`src/hw/sabi_pkg.sv`:
```
package sabi_pkg;
    localparam int          RES_W          = 8;
    localparam int          CLK_MHZ        = 40;
    // longest conversion time, in nanoseconds
    localparam int          CONV_MAX_NS    = 60000;
    localparam int          CLK_PERIOD_NS  = 1000 / CLK_MHZ;
    // longest time rounds down
    localparam int          CONV_CYC       = CONV_MAX_NS / CLK_PERIOD_NS;
    // one compare step per bit plus two spare steps; must fit within CONV_CYC
    localparam int          STEP_CYC       = CONV_CYC / (RES_W + 2);
    localparam int          STEP_W         = $clog2(STEP_CYC + 1);
    localparam logic [RES_W-1:0] ZERO_CODE = 8'h00;
    localparam logic [RES_W-1:0] MSB_TRIAL = 8'h80;
    localparam logic [2:0]  BIT_LAST       = 3'h0;
    localparam logic [2:0]  BIT_FIRST      = 3'h7;
    localparam logic [RES_W-1:0] RESULT_RST = 8'h00;
    typedef enum logic [1:0] {SABI_IDLE, SABI_ARMED, SABI_CONV, SABI_DONE} sabi_state_t;
endpackage

```
`src/hw/sabi_top.sv`:
```
`timescale 1ns/1ps
module sabi_top
    import sabi_pkg::*;
(
    input  wire logic             clock,              // 40 MHz clock
    input  wire logic             sys_rst,            // synchronous reset, high
    input  wire logic             cs_n,               // chip select, low
    input  wire logic             wr_n,               // write strobe, low
    input  wire logic             rd_n,               // read strobe, low
    input  wire logic             cmp_pos_above,      // comparator: pos input above trial level
    input  wire logic             neg_at_or_above,    // negative input >= positive input
    output logic      [RES_W-1:0] trial_code,         // dac trial code to analog side
    output logic      [RES_W-1:0] result_bus_o,       // result_bus output data
    output logic      [RES_W-1:0] result_bus_oe,      // result_bus drive enable
    output logic                  conversion_done_n   // result ready, low
);
    sabi_state_t      state_ff,   nxt_state;
    logic [RES_W-1:0] sar_ff,     nxt_sar;
    logic [2:0]       bit_ff,     nxt_bit;
    logic [STEP_W-1:0] step_ff,   nxt_step;
    logic             done_n_ff,  nxt_done_n;
    logic             wr_n_ff;
    logic             diff_neg_ff;
    logic [RES_W-1:0] latched;
    logic [RES_W-1:0] bus_ff;
    logic             oe_ff;

    // distance of a bit position from the top bit, used for trial and keep masks
    function automatic logic [2:0] bit_dist(input logic [2:0] b);
        bit_dist = BIT_FIRST - b;
    endfunction

    // pacing: STEP_CYC clocks per compare; eight compares keep the whole
    // conversion inside the limit with room left for the sample cycle
    wire wr_sel   = ~cs_n & ~wr_n;
    wire wr_fall  = wr_sel & wr_n_ff;
    wire wr_rise  = ~cs_n & wr_n & ~wr_n_ff;
    wire rd_sel   = ~cs_n & ~rd_n;
    wire step_end = (step_ff == STEP_W'(STEP_CYC - 1));
    wire last_bit = (bit_ff == BIT_LAST);
    // keep or drop the current trial bit based on the comparator
    wire [RES_W-1:0] kept   = cmp_pos_above ? sar_ff : (sar_ff & ~(MSB_TRIAL >> bit_dist(bit_ff)));
    wire [RES_W-1:0] next_t = kept | (MSB_TRIAL >> (bit_dist(bit_ff) + 3'h1));
    wire [RES_W-1:0] final_code = diff_neg_ff ? ZERO_CODE : kept;
    // high for the whole conversion, used by the finish strobe
    wire             in_conv = (state_ff == SABI_CONV);
    wire             finish = in_conv & step_end & last_bit;

    always_comb
    begin
        nxt_state = state_ff;
        nxt_sar   = sar_ff;
        nxt_bit   = bit_ff;
        nxt_step  = step_ff;
        case (state_ff)
            SABI_IDLE, SABI_DONE:
            begin
                if (wr_fall)
                begin
                    nxt_state = SABI_ARMED;
                end
            end
            SABI_ARMED:
            begin
                // a rise with no fall before it never reaches this state
                if (wr_rise)
                begin
                    nxt_state = SABI_CONV;
                    nxt_sar   = MSB_TRIAL;
                    nxt_bit   = BIT_FIRST;
                    nxt_step  = '0;
                end
            end
            SABI_CONV:
            begin
                // a new write restarts the conversion
                if (wr_fall)
                begin
                    nxt_state = SABI_ARMED;
                end
                else if (step_end)
                begin
                    nxt_step = '0;
                    if (last_bit)
                    begin
                        nxt_sar   = final_code;
                        nxt_state = SABI_DONE;
                    end
                    else
                    begin
                        nxt_sar = next_t;
                        nxt_bit = bit_ff - 3'h1;
                    end
                end
                else
                begin
                    nxt_step = step_ff + STEP_W'(1);
                end
            end
            default:
            begin
                nxt_state = SABI_IDLE;
            end
        endcase
    end

    // done line: set on completion, cleared by either strobe; a completion in
    // the same cycle as a strobe wins, so a finished result is never hidden
    always_comb
    begin
        nxt_done_n = done_n_ff;
        if (wr_fall | rd_sel)
        begin
            nxt_done_n = 1'b1;
        end
        if (finish)
        begin
            nxt_done_n = 1'b0;
        end
    end

    always_ff @(posedge clock)
    begin
        if (sys_rst)
        begin
            state_ff <= SABI_IDLE;
            step_ff  <= '0;
        end
        else
        begin
            state_ff <= nxt_state;
            step_ff  <= nxt_step;
        end
    end

    always_ff @(posedge clock)
    begin
        if (sys_rst)
        begin
            sar_ff <= ZERO_CODE;
            bit_ff <= BIT_FIRST;
        end
        else
        begin
            sar_ff <= nxt_sar;
            bit_ff <= nxt_bit;
        end
    end

    // write strobe history idles high, so leaving reset never looks like a rise
    always_ff @(posedge clock)
    begin
        if (sys_rst)
        begin
            done_n_ff <= 1'b1;
            wr_n_ff   <= 1'b1;
        end
        else
        begin
            done_n_ff <= nxt_done_n;
            wr_n_ff   <= wr_n;
        end
    end

    // sample the input polarity at conversion start
    always_ff @(posedge clock)
    begin
        if (sys_rst)
        begin
            diff_neg_ff <= 1'b0;
        end
        else if (wr_rise)
        begin
            diff_neg_ff <= neg_at_or_above;
        end
    end

    sabi_result_latch u_latch (
        .clock   (clock),
        .sys_rst (sys_rst),
        .load    (finish),
        .din     (final_code),
        .dout    (latched)
    );

    // data and enable registered: drive one cycle after rd select, drop one
    // after release; the extra cycle is traded for glitch-free bus outputs
    always_ff @(posedge clock)
    begin
        if (sys_rst)
        begin
            bus_ff <= ZERO_CODE;
        end
        else
        begin
            bus_ff <= latched;
        end
    end

    // enable follows the read select only, so the bus is released between reads
    always_ff @(posedge clock)
    begin
        if (sys_rst)
        begin
            oe_ff <= 1'b0;
        end
        else
        begin
            oe_ff <= rd_sel;
        end
    end

    assign trial_code        = sar_ff;
    assign result_bus_o      = bus_ff;
    assign result_bus_oe     = {RES_W{oe_ff}};
    assign conversion_done_n = done_n_ff;
endmodule

```
`src/hw/sabi_result_latch.sv`:
```
`timescale 1ns/1ps
// output latch: holds the last result until a new one is loaded
module sabi_result_latch
    import sabi_pkg::*;
(
    input  wire logic             clock,    // system clock
    input  wire logic             sys_rst,  // synchronous reset
    input  wire logic             load,     // take new result
    input  wire logic [RES_W-1:0] din,      // new result
    output logic      [RES_W-1:0] dout      // latched result
);
    logic [RES_W-1:0] store_ff;

    always_ff @(posedge clock)
    begin
        if (sys_rst)
            store_ff <= RESULT_RST;
        else if (load)
            store_ff <= din;
    end

    assign dout = store_ff;
endmodule

```
`config.mk`:
```
export PLATFORM = sky130hd
export DESIGN_NAME = sabi_top
export DESIGN_NICKNAME = d
export VERILOG_FILES = /design/src/hw/sabi_pkg.sv /design/src/hw/sabi_top.sv /design/src/hw/sabi_result_latch.sv
export SDC_FILE = /design/constraint.sdc
export NUM_CORES = 1
export LEC_CHECK = 0
export BUFFER_PORTS_ARGS = -buffer_cell sky130_fd_sc_hd__buf_2
export CAP_MARGIN = 15
export CELL_PAD_IN_SITES_DETAIL_PLACEMENT = 0
export CELL_PAD_IN_SITES_GLOBAL_PLACEMENT = 1
export CORE_MARGIN = 5
export CORE_UTILIZATION = 42
export CTS_CLUSTER_DIAMETER = 40
export CTS_CLUSTER_SIZE = 24
export DETAILED_ROUTE_END_ITERATION = 8
export HOLD_SLACK_MARGIN = 0.15
export PLACE_DENSITY = 0.91
export REMOVE_ABC_BUFFERS = 1
export SLEW_MARGIN = 15
export SYNTH_ARGS = -nofsm -noshare
export SYNTH_HDL_FRONTEND = slang
export SYNTH_SLANG_ARGS = --single-unit
```
`constraint.sdc`:
```
create_clock -name clock -period 2.65 [get_ports clock]
set_input_delay 0.3975 -clock clock [delete_from_list [all_inputs] [get_ports clock]]
set_output_delay 0.3975 -clock clock [all_outputs]
set_load 0.05 [all_outputs]
```
### Yosys cells after proc, flatten, opt, wreduce, memory -nomap -nowiden

Index checks and enable logic that the tools add are counted.

| cells by class | value |
|---|---|
| bitwise logic cells | 15 |
| muxes and demuxes | 24 |
| shift-type cells | 2 |
| add/sub/neg operators | 4 |
| reduce and logical (&&, ||, !) cells | 9 |
| eq/ne operators | 11 |

Operators by type and width:

| cell | number |
|---|---|
| 2-to-1 mux 8 bit | 9 |
| case mux 8 bit (2 select lines) | 2 |
| right shift 8 x 3 -> 8 bit, first input constant | 2 |
| 2-to-1 mux 3 bit | 4 |
| 2-to-1 mux 2 bit | 5 |
| inequality test 2 bit, second input constant | 5 |
| adder 8 x 1 -> 8 bit, second input constant | 1 |
| AND 8 bit | 1 |
| equality test 8 bit, second input constant | 1 |
| inverter 8 bit | 1 |
| OR 8 bit | 1 |
| AND reduction 4 bit | 2 |
| AND 1 bit | 7 |
| inequality test 3 bit, second input constant | 2 |
| case mux 2 bit (3 select lines) | 1 |
| case mux 3 bit (2 select lines) | 1 |
| AND reduction 5 bit | 1 |
| equality test 2 bit, second input constant | 2 |
| inverter 1 bit | 4 |
| nonzero test 2 bit | 2 |
| adder 3 x 1 -> 3 bit, second input constant | 1 |
| logical NOT 3 bit | 1 |
| AND reduction 3 bit | 1 |
| subtractor 3 x 1 -> 3 bit, second input constant | 1 |
| 6 further kinds | 7 |

| word-level totals | value |
|---|---|
| flip-flop bits (word level) | 41 |
| logic and storage cells | 75 |
| output and inout port bits | 25 |

### Depth between registers and ports, before layout

Gate-level depths: netlist of run 1.

| logic depth | value |
|---|---|
| depth in word-level cells | 10 |
| gate-level depth with buffers | 9 |

### By module

Synthesis of run 1 repeated with hierarchy kept, for this count alone.

| unflattened totals | value |
|---|---|
| cells, all modules | 263 |
| area, all modules | 2238.4 um^2 |

By module, submodules not included:

| module | cells an instance | area an instance (um^2) | instances | sequential area each (um^2) |
|---|---|---|---|---|
| sabi_top | 237 | 1953.1 | 1 | 660.6 |
| sabi_result_latch | 26 | 285.3 | 1 | 160.2 |

### Least setup slack after synthesis of run 1

Ideal clock, no wire load.

| timing | value |
|---|---|
| path type | register to register |
| start point | register bit_ff[0] |
| end point | register sar_ff[2] (netlist: trial_code[2]) |
| required time | 2.522 ns |
| period minus slack after synthesis | 1.953 ns |
| path slack | 0.697 ns |
| arrival time | 1.825 ns |
| stages on the path, launching flop included | 8 |
| path buffers | 0 |
| cells stage by stage | dfxtp_1 -> inv_1 -> ha_1 -> or3b_2 -> a22o_1 -> a221o_1 -> a22oi_1 -> nor2_1 |

| on the way | value |
|---|---|
| word-level cells in the longest chain between the ends | 10 |

RTL lines:

| element | RTL line | RTL |
|---|---|---|
| start, declared | sabi_top.sv:19 | `logic [2:0] bit_ff, nxt_bit;` |
| start signal, assigned | sabi_top.sv:146 | `bit_ff <= nxt_bit;` |
| parallel branches: the longest is 6 deep, another holds subtractor 3 bit | -- |  |
| 2-to-1 mux 8 bit (*) | sabi_top.sv:84 | `if (last_bit)` |
| 2-to-1 mux 8 bit (*) | sabi_top.sv:81 | `else if (step_end)` |
| 2-to-1 mux 8 bit (*) | sabi_top.sv:77 | `if (wr_fall)` |
| case mux 8 bit (2 select lines) (*) | sabi_top.sv:55 | `case (state_ff)` |
| end signal, assigned | sabi_top.sv:145 | `sar_ff <= nxt_sar;` |
| end, declared | sabi_top.sv:18 | `logic [RES_W-1:0] sar_ff, nxt_sar;` |

Every way passes the cells marked *. The select of a mux whose other input is x is not followed.
A chain may end at the register's enable or synchronous reset.

### Final worst setup path of run 1

Ends and elaborated chain as after synthesis.

==> results of run 1 <==
## power by group through the flow
stage          clock network [mW]  logic [mW]  registers, mW
2_1_floorplan                   0      0.0817          0.678
5_1_grt                     0.628       0.168          0.641
4_1_cts                     0.610       0.151          0.639
6_report                    0.596       0.151          0.639
3_3_place_gp                    0       0.150          0.653
3_5_place_dp                    0       0.150          0.654
## metal layers
metal / routed length, um / part of all wire
met4: 82 / 0.018
met5: 0 / 0
met3: 189 / 0.041
met1: 2112 / 0.46
met2: 2200 / 0.48
## Yosys cell counts, drive strengths merged (5+ instances only)
| library cell | count | area share |
|---|---|---|
| ha | 10 | 0.059 |
| nor2b | 14 | 0.041 |
| nor2 | 24 | 0.042 |
| nor3 | 5 | 0.012 |
| a22oi | 7 | 0.025 |
| inv | 14 | 0.025 |
| a21oi | 30 | 0.070 |
| nand2 | 27 | 0.048 |
| clkbuf | 8 | 0.014 |
| dfxtp | 41 | 0.39 |
| o21ai | 9 | 0.023 |
| nand3 | 6 | 0.014 |
| buf | 11 | 0.038 |
## state kept, by name (all words and copies together), names as in the netlist
name	count
oe_ff	1
step_ff	8
conversion_done_n	1
diff_neg_ff	1
u_latch.dout	8
trial_code	8
wr_n_ff	1
result_bus_o	8
bit_ff	3
state_ff	2
## layout make-up
cell class	instances	area, um2
Fill cell	531	2591
Sequential cell	41	820.8
Tap cell	70	87.58
Multi-Input combinational cell	185	1146
Inverter	14	52.55
Clock inverter	3	65.06
Timing Repair Buffer	34	177.7
Clock buffer	5	68.82
## stage by stage
| step | TNS [ns] | area [um2] | power [mW] |
|---|---|---|---|
| after floorplan | -4.713 | 2019 | 0.7595 |
| after global placement | 0 | 2285 | 0.8035 |
| after detailed placement | 0 | 2285 | 0.8039 |
| after CTS | 0 | 2419 | 1.401 |
| after global routing | 0 | 2419 | 1.438 |
| final | 0 | 2419 | 1.386 |
## cell families after synthesis
group                      after synthesis  synth area share
and+or+nand+nor                        104            0.2554
AOI/OAI and AO/OA                       64            0.1938
DFF                                     41            0.3852
buffers and inverters                   33           0.07692
adders and majority gates               10           0.05872
xor gates and xnor gates                 5           0.02055
muxes                                    2          0.009396
## worst paths after layout
kind                                       from               to  slack [ns]  cells past startpoint
worst min-delay path                       rd_n            oe_ff        0.27                      2
worst min register to register  u_latch.dout[0]  u_latch.dout[0]        0.45                      2
worst max register to register        bit_ff[0]    trial_code[2]        0.54                      7
worst max-delay path                  bit_ff[0]    trial_code[2]        0.54                      7
==> results.cfg, run 1 <==
[placed_design]
dp_hpwl_um = 3233
gp_congestion = 0.7809
dp.cells = 344
port_buffers = 31
dpl_worst_slack_ns = 0.5384

[final_layout]
layout-drive-gt1-share = 0.1809
final_core_util = 0.4828
layout_common_cells = 41 x dfxtp_1, 31 x buf_2, 30 x a21oi_1, 27 x nand2_1, 24 x nor2_1
instances_no_fill = 352
nNetsFinal = 298
insertedDiodeCount = 0
layout_commonest_cell = dfxtp_1
synthToLayoutAreaGrowth_pct = 13.51

[yosys]
ys_seq_area_frac = 0.3852
syn_area_per_cell_um2 = 8.227
syn_inst = 259
synth-seq-cells = 41
ys.flop_type = dfxtp_1
synth_area_um2 = 2131
synth_edf_count = 0
ys_async_sr_fraction = 0
synth-warning-count = 0
ys_types = 47

[setup_path]
critPathBufInv = 1
worstSetupEndpointType = register
critPathMaxStageDelay_ns = 0.50
worstPathRequired_ns = 2.82
arrival_ns = 2.28
crit_chain = inv_1 > ha_1 > or3b_2 > a22o_1 > a221o_1 > a22oi_1 > nor2_1
cp_max_fo = 6
crit_family = compound AO/OA/AOI/OAI gates
startpoint_type = register
slowest_stage = or3b_2
path_class = reg -> reg

[pwr]
p_clk_frac = 0.430
p_per_area_nw_per_um2 = 573.0
switching_share = 0.2441
p_comb_frac = 0.109
p_switching_mw = 0.3383
peakVddDrop_uv = 226.7
internal_power_mw = 1.047
p_leak_nw = 1.020
p_seq_frac = 0.461

[cts]
clock-sinks = 41
clkTransAtPathRegs_ns = 0.08
cts_setup_buffers = 0
ctsHtreeMaxLevel = 2
cts_buffers = 5
insertion_delay_ns = 0.30
root_buffer = clkbuf_8
cts_buffer_depth = 2
cts_tree = yes
cts.repair.resized = 0
hold_buffers = 0

[sta]
rsz0062_at_grt = no
drv_slew = 0
holdWs_ns = 0.2709
fin_crit_sh = 0.7968
min_period_ns = 2.111
fmax_ghz = 0.4736
fin_ws_ns = 0.5386
finalSetupViolCount = 0
finClkSkew_ns = 0.006698
slew_headroom = 0.5192
tightestPinTransition_ns = 0.7164
hold_viol = 0

[floorplan]
coreArea_um2 = 5010
die_y_um = 81.23
dieArea_um2 = 6598
row_count = 26
ios = 32
fp.dieW_um = 81.23
start_util = 0.4253

[grt]
met1_usage = 0.1912
grt_use_total = 0.1510
gr-total-overflow = 0
grt_first_pass_wirelength_um = 7852
grt_pass1_vias = 1667
grt_util_met2 = 0.2455
met3_usage = 0.03548
grt_busiest_layer = met2
antenna_found_initial = 0
grt_max_degree = 39

[drt]
via_per_inst = 5.122
drt_iter0_drc = 183
drc = 0
vias = 1803
ant_nets = 0
routed_wl_um = 4586
wl_per_cell_um = 13.03
firstDrtPassIters = 4

[flow_run]
maxCapViolCount = 0

[outcome]
status = finished clean

[worst_hold_path]
hold_class = in -> reg
(Power assumes the default switching activity.)
==> run 2, diff against run 1 <==
==> constraint.sdc (replaced) <==
create_clock -name clock -period 1.96 [get_ports clock]
set_input_delay 0.294 -clock clock [delete_from_list [all_inputs] [get_ports clock]]
set_output_delay 0.294 -clock clock [all_outputs]
set_load 0.05 [all_outputs]
==> run 2 against run 1 <==
Via count rose by 4.9%. Power rose by 32%. Cell count increased by 4.3%. First-iteration DRC count shrank 44%. Die area unchanged. Register-to-register slack worse by 0.45 ns. Combinational power up 53%. Final area is 5.1% higher. Critical path depth unchanged. Clock skew shrank 0.0027 ns. Setup slack got worse by 0.45 ns.
==> results.cfg, run 2 (same netlist as run 1, synthesis figures left out) <==
[outcome]
status = finished clean

[drt]
firstDrtPassIters = 4
wl_per_cell_um = 13.50
via_per_inst = 5.155
vias = 1892
routed_wl_um = 4955
ant_nets = 0
drt_iter0_drc = 103
drc = 0

[grt]
gr-total-overflow = 0
grt_use_total = 0.1580
antenna_found_initial = 0
grt_pass1_vias = 1779
grt_max_degree = 39
grt_first_pass_wirelength_um = 8121

[final_layout]
fill_cells = 500
instances_no_fill = 367
insertedDiodeCount = 0
layout_commonest_cell = dfxtp_1
nNetsFinal = 313
synthToLayoutAreaGrowth_pct = 19.32
layout_common_cells = 41 x dfxtp_1, 31 x buf_2, 29 x a21oi_1, 27 x nand2_1, 24 x nor2_1
layout-drive-gt1-share = 0.2458

[sta]
holdWs_ns = 0.1579
finClkSkew_ns = 0.003949
fin_crit_sh = 0.9537
fmax_ghz = 0.5350
fin_tns_setup_ns = 0
min_period_ns = 1.869
hold_viol = 0
slew_headroom = 0.5529
drv_slew = 0
tightestPinTransition_ns = 0.6707
finalSetupViolCount = 0
rsz0062_at_grt = no

[floorplan]
ios = 32
start_util = 0.4253
row_count = 26
dieArea_um2 = 6598
fp.dieW_um = 81.23
die_y_um = 81.23
coreArea_um2 = 5010

[pwr]
p_switching_mw = 0.4802
switching_share = 0.2635
p_comb_frac = 0.127
peakVddDrop_uv = 246.4
p_per_area_nw_per_um2 = 716.9
p_leak_nw = 1.077
p_seq_frac = 0.474
internal_power_mw = 1.342
p_total_mw = 1.823
p_clk_frac = 0.399

[cts]
clock-sinks = 41
insertion_delay_ns = 0.30
cts_buffers = 5
ctsHtreeMaxLevel = 2
root_buffer = clkbuf_8
clkTransAtPathRegs_ns = 0.08
cts_tree = yes
cts_buffer_depth = 2

[placed_design]
gp_congestion = 0.8222
port_buffers = 31
dp_hpwl_um = 3421
dp.cells = 359

[worst_hold_path]
min_to = oe_ff
worstHoldStart = rd_n
hold_depth = 2
hold_class = in -> reg

[setup_path]
ff2ff_setup_slack_ns = 0.09
startpoint = bit_ff[0]
worstPathRequired_ns = 2.13
arrival_ns = 2.04
cp_max_fo = 4
reg2reg_from = bit_ff[0]
reg2reg_depth = 7
startpoint_type = register
path_class = reg -> reg
crit_chain = buf_4 > ha_1 > or3b_1 > a22o_1 > a221o_1 > a22oi_1 > nor2_1
worstReg2RegEnd = trial_code[1]
critPathMaxStageDelay_ns = 0.40
slowest_stage = or3b_1
worstSetupEndpointType = register

[flow_run]
maxCapViolCount = 0
run 2: cell type report:
class | instances | area, um2 | area share
multi-input cells | 185 | 1167 | 0.4592
flip-flops and latches | 41 | 820.8 | 0.3228
repair buffers | 49 | 294.0 | 0.1156
well taps | 70 | 87.58 | 0.03445
clock buffers | 6 | 82.58 | 0.03248
inverters | 14 | 52.55 | 0.02067
clock inverters | 2 | 37.54 | 0.01476
run 2: worst max path at each step:
stage,depth (start not counted),to
floorplan,0,result_bus_oe[0]
global placement,7,trial_code[2]
detailed placement,7,trial_code[0]
CTS,7,state_ff[0]
global route,7,trial_code[1]
finish,7,trial_code[1]
run 2: metrics by stage:
step,setup slack [ns],area (um2),utilization
after floorplan,-1.176,2019,-
after detailed placement,-0.01625,2397,0.4785
after global routing,0.001980,2542,0.5075
after CTS,0.003324,2521,0.5032
after global placement,0.05598,2397,0.4785
final,0.09070,2542,0.5075
run 2: timing repair:
item                       CTS  global route
hold buffers                 0             0
setup buffers                0             0
pin swaps                    0             1
resized for setup            1            10
setup endpoints to repair    4            12
run 2: critical path, delay by kind of cell, from the launching register on:
| kind | cells | cell delay (ns) |
|---|---|---|
| adder cells (fa/ha/maj) | 1 | 0.16 |
| flip-flops | 1 | 0.35 |
| buffers and inverters | 1 | 0.14 |
| AO/OA/AOI/OAI | 3 | 0.63 |
| AND/OR/NAND/NOR | 2 | 0.45 |
run 2: power by group through the flow:
| stage | combinational, mW | sequential (mW) | clock, mW |
|---|---|---|---|
| floorplan | 0.110 | 0.916 | 0 |
| global placement | 0.219 | 0.883 | 0 |
| detailed placement | 0.222 | 0.884 | 0 |
| CTS | 0.226 | 0.864 | 0.734 |
| global route | 0.251 | 0.868 | 0.768 |
| finish | 0.231 | 0.864 | 0.727 |
run 2: layer usage:
layer	wire (um)	part of all wire	GRT usage	vias to the layer above
li1	-	-	-	967
met1	2249	0.45	0.1899	881
met2	2419	0.49	0.2726	35
met3	198	0.040	0.03326	9
met4	87	0.018	0.06419	0
met5	0	0	0	-
==> run 3, diff against run 2 <==
--- a/config.mk
+++ b/config.mk
@@ -10,12 +10,12 @@
 export CELL_PAD_IN_SITES_DETAIL_PLACEMENT = 0
 export CELL_PAD_IN_SITES_GLOBAL_PLACEMENT = 1
 export CORE_MARGIN = 5
-export CORE_UTILIZATION = 42
+export CORE_UTILIZATION = 38
 export CTS_CLUSTER_DIAMETER = 40
 export CTS_CLUSTER_SIZE = 24
 export DETAILED_ROUTE_END_ITERATION = 8
 export HOLD_SLACK_MARGIN = 0.15
-export PLACE_DENSITY = 0.91
+export PLACE_DENSITY = 0.87
 export REMOVE_ABC_BUFFERS = 1
 export SLEW_MARGIN = 15
 export SYNTH_ARGS = -nofsm -noshare
==> constraint.sdc (replaced) <==
create_clock -name clock -period 1.5 [get_ports clock]
set_input_delay 0.225 -clock clock [delete_from_list [all_inputs] [get_ports clock]]
set_output_delay 0.225 -clock clock [all_outputs]
set_load 0.05 [all_outputs]
==> run 3 against run 2 <==
Utilization is 13 points higher. Critical endpoint is now trial_code[2]. First-iteration DRC count is 15% higher. Setup slack worse by 0.39 ns. Critical path depth stayed put. Final area is 36% higher. Register-to-register slack worse by 0.39 ns. Count of clock-buffer cells in the layout is 1 lower. The run now ends with negative setup slack left.
==> results.cfg, run 3 (same netlist as run 1, synthesis figures left out) <==
[pwr]
p_switching_mw = 0.6976
peakVddDrop_uv = 353.9
p_comb_frac = 0.214
p_per_area_nw_per_um2 = 733.9
p_leak_nw = 1.502
switching_share = 0.2743
p_clk_frac = 0.342
p_seq_frac = 0.443
internal_power_mw = 1.845

[final_layout]
nNetsFinal = 376
instances_no_fill = 431
insertedDiodeCount = 0
layout_commonest_cell = buf_4
layout_common_cells = 61 x buf_4, 33 x dfxtp_1, 31 x buf_2, 24 x nor2_1
synthToLayoutAreaGrowth_pct = 62.60
layout-drive-gt1-share = 0.5292
fill_cells = 433
final_core_util = 0.6331

[placed_design]
dp_hpwl_um = 3876
gp_congestion = 0.8700
port_buffers = 31
dp.cells = 403

[grt]
grt_use_total = 0.1748
antenna_found_initial = 0
grt_first_pass_wirelength_um = 10330
grt_max_degree = 29
gr-total-overflow = 0
grt_pass1_vias = 2257

[setup_path]
critPathMaxStageDelay_ns = 0.39
cp_max_fo = 3
arrival_ns = 2.00
startpoint_type = register
worstPathRequired_ns = 1.70
path_class = reg -> reg
crit_family = compound AO/OA/AOI/OAI gates
crit_chain = inv_2 > ha_1 > or3b_4 > a22o_1 > a221o_1 > a22oi_2 > nor2_1
worstSetupEndpointType = register
slowest_stage = or3b_4
critPathBufInv = 1

[sta]
fin_tns_setup_ns = -4.505
tightestPinTransition_ns = 0.5783
min_period_ns = 1.799
finalSetupViolCount = 30
rsz0062_at_grt = yes
hold_viol = 0
slew_headroom = 0.6145
finClkSkew_ns = 0.007487
drv_slew = 0
fmax_ghz = 0.5559
fin_ws_ns = -0.2989
fin_crit_sh = 1.199

[cts]
root_buffer = clkbuf_8
ctsHtreeMaxLevel = 2
insertion_delay_ns = 0.30
clkTransAtPathRegs_ns = 0.08
cts_tree = yes
cts_buffers = 5
cts_buffer_depth = 2
clock-sinks = 41

[floorplan]
die_y_um = 84.88
coreArea_um2 = 5473
row_count = 27
start_util = 0.3893
fp.dieW_um = 84.88
ios = 32
dieArea_um2 = 7205

[drt]
wl_per_cell_um = 15.46
vias = 2270
via_per_inst = 5.267
ant_nets = 0
firstDrtPassIters = 4
drc = 0
routed_wl_um = 6664
drt_iter0_drc = 118

[outcome]
status = complete, but fails checks
violations = negative setup slack

[worst_hold_path]
hold_class = in -> reg

[flow_run]
maxCapViolCount = 0
[run 3: power groups by stage]
stage / sequential [mW] / clock, mW / combinational (mW)
2_1_floorplan: 1.20 / 0 / 0.144
3_3_place_gp: 1.15 / 0 / 0.359
3_5_place_dp: 1.15 / 0 / 0.367
4_1_cts: 1.13 / 0.887 / 0.471
5_1_grt: 1.13 / 0.920 / 0.578
6_report: 1.13 / 0.871 / 0.545
[run 3: final timing paths]
check / depth (start not counted) / startpoint / endpoint / slack, ns
worst max-delay path: 7 / bit_ff[0] / trial_code[2] / -0.30
worst min-delay path: 3 / neg_at_or_above / diff_neg_ff / 0.22
worst max register to register: 7 / bit_ff[0] / trial_code[2] / -0.30
worst min register to register: 2 / u_latch.dout[0] / u_latch.dout[0] / 0.45
[run 3: tightest hold or removal path: stages]
cell	delay, ns
buf_2	0.08
mux2i_1	0.05
nor2_1	0.11
[run 3: metal layers]
| layer | GRT usage | share of wire | up-vias | wire length, um |
|---|---|---|---|---|
| met1 | 0.1914 | 0.40 | 1101 | 2681 |
| met5 | 0 | 0 | - | 0 |
| met3 | 0.03398 | 0.041 | 23 | 274 |
| met2 | 0.3203 | 0.53 | 53 | 3530 |
| met4 | 0.08489 | 0.027 | 0 | 177 |
| li1 | - | - | 1093 | - |
[run 3: what timing repair did]
item                                   in CTS  in global routing
endpoints found under the hold margin       2                  0
hold buffers                                2                  0
setup endpoints to repair                  30                 30
buffers inserted                           13                  7
pin swaps                                  40                 18
gates resized for setup                    78                 37
[run 3: metrics by stage]
| step | total power, mW | worst slack [ns] | hold slack, ns | cell area, um2 |
|---|---|---|---|---|
| 4_1_cts | 2.487 | -0.2722 | 0.1711 | 3252 |
| 2_1_floorplan | 1.342 | -1.567 | 0.2941 | 2019 |
| 3_5_place_dp | 1.516 | -0.3553 | 0.4095 | 2715 |
| 3_3_place_gp | 1.508 | -0.3131 | 0.4047 | 2715 |
| 5_1_grt | 2.628 | -0.3710 | 0.2543 | 3465 |
| 6_report | 2.543 | -0.2989 | 0.2165 | 3465 |
[run 3: layout make-up]
type                    instances  area [um2]  share of cell area
multi-input cells             185        1533              0.4424
repair buffers                112       844.6              0.2438
flip-flops and latches         41       835.8              0.2412
well taps                      72       90.09             0.02600
clock buffers                   5       68.82             0.01986
inverters                      14       57.56             0.01661
clock inverters                 2       35.03             0.01011
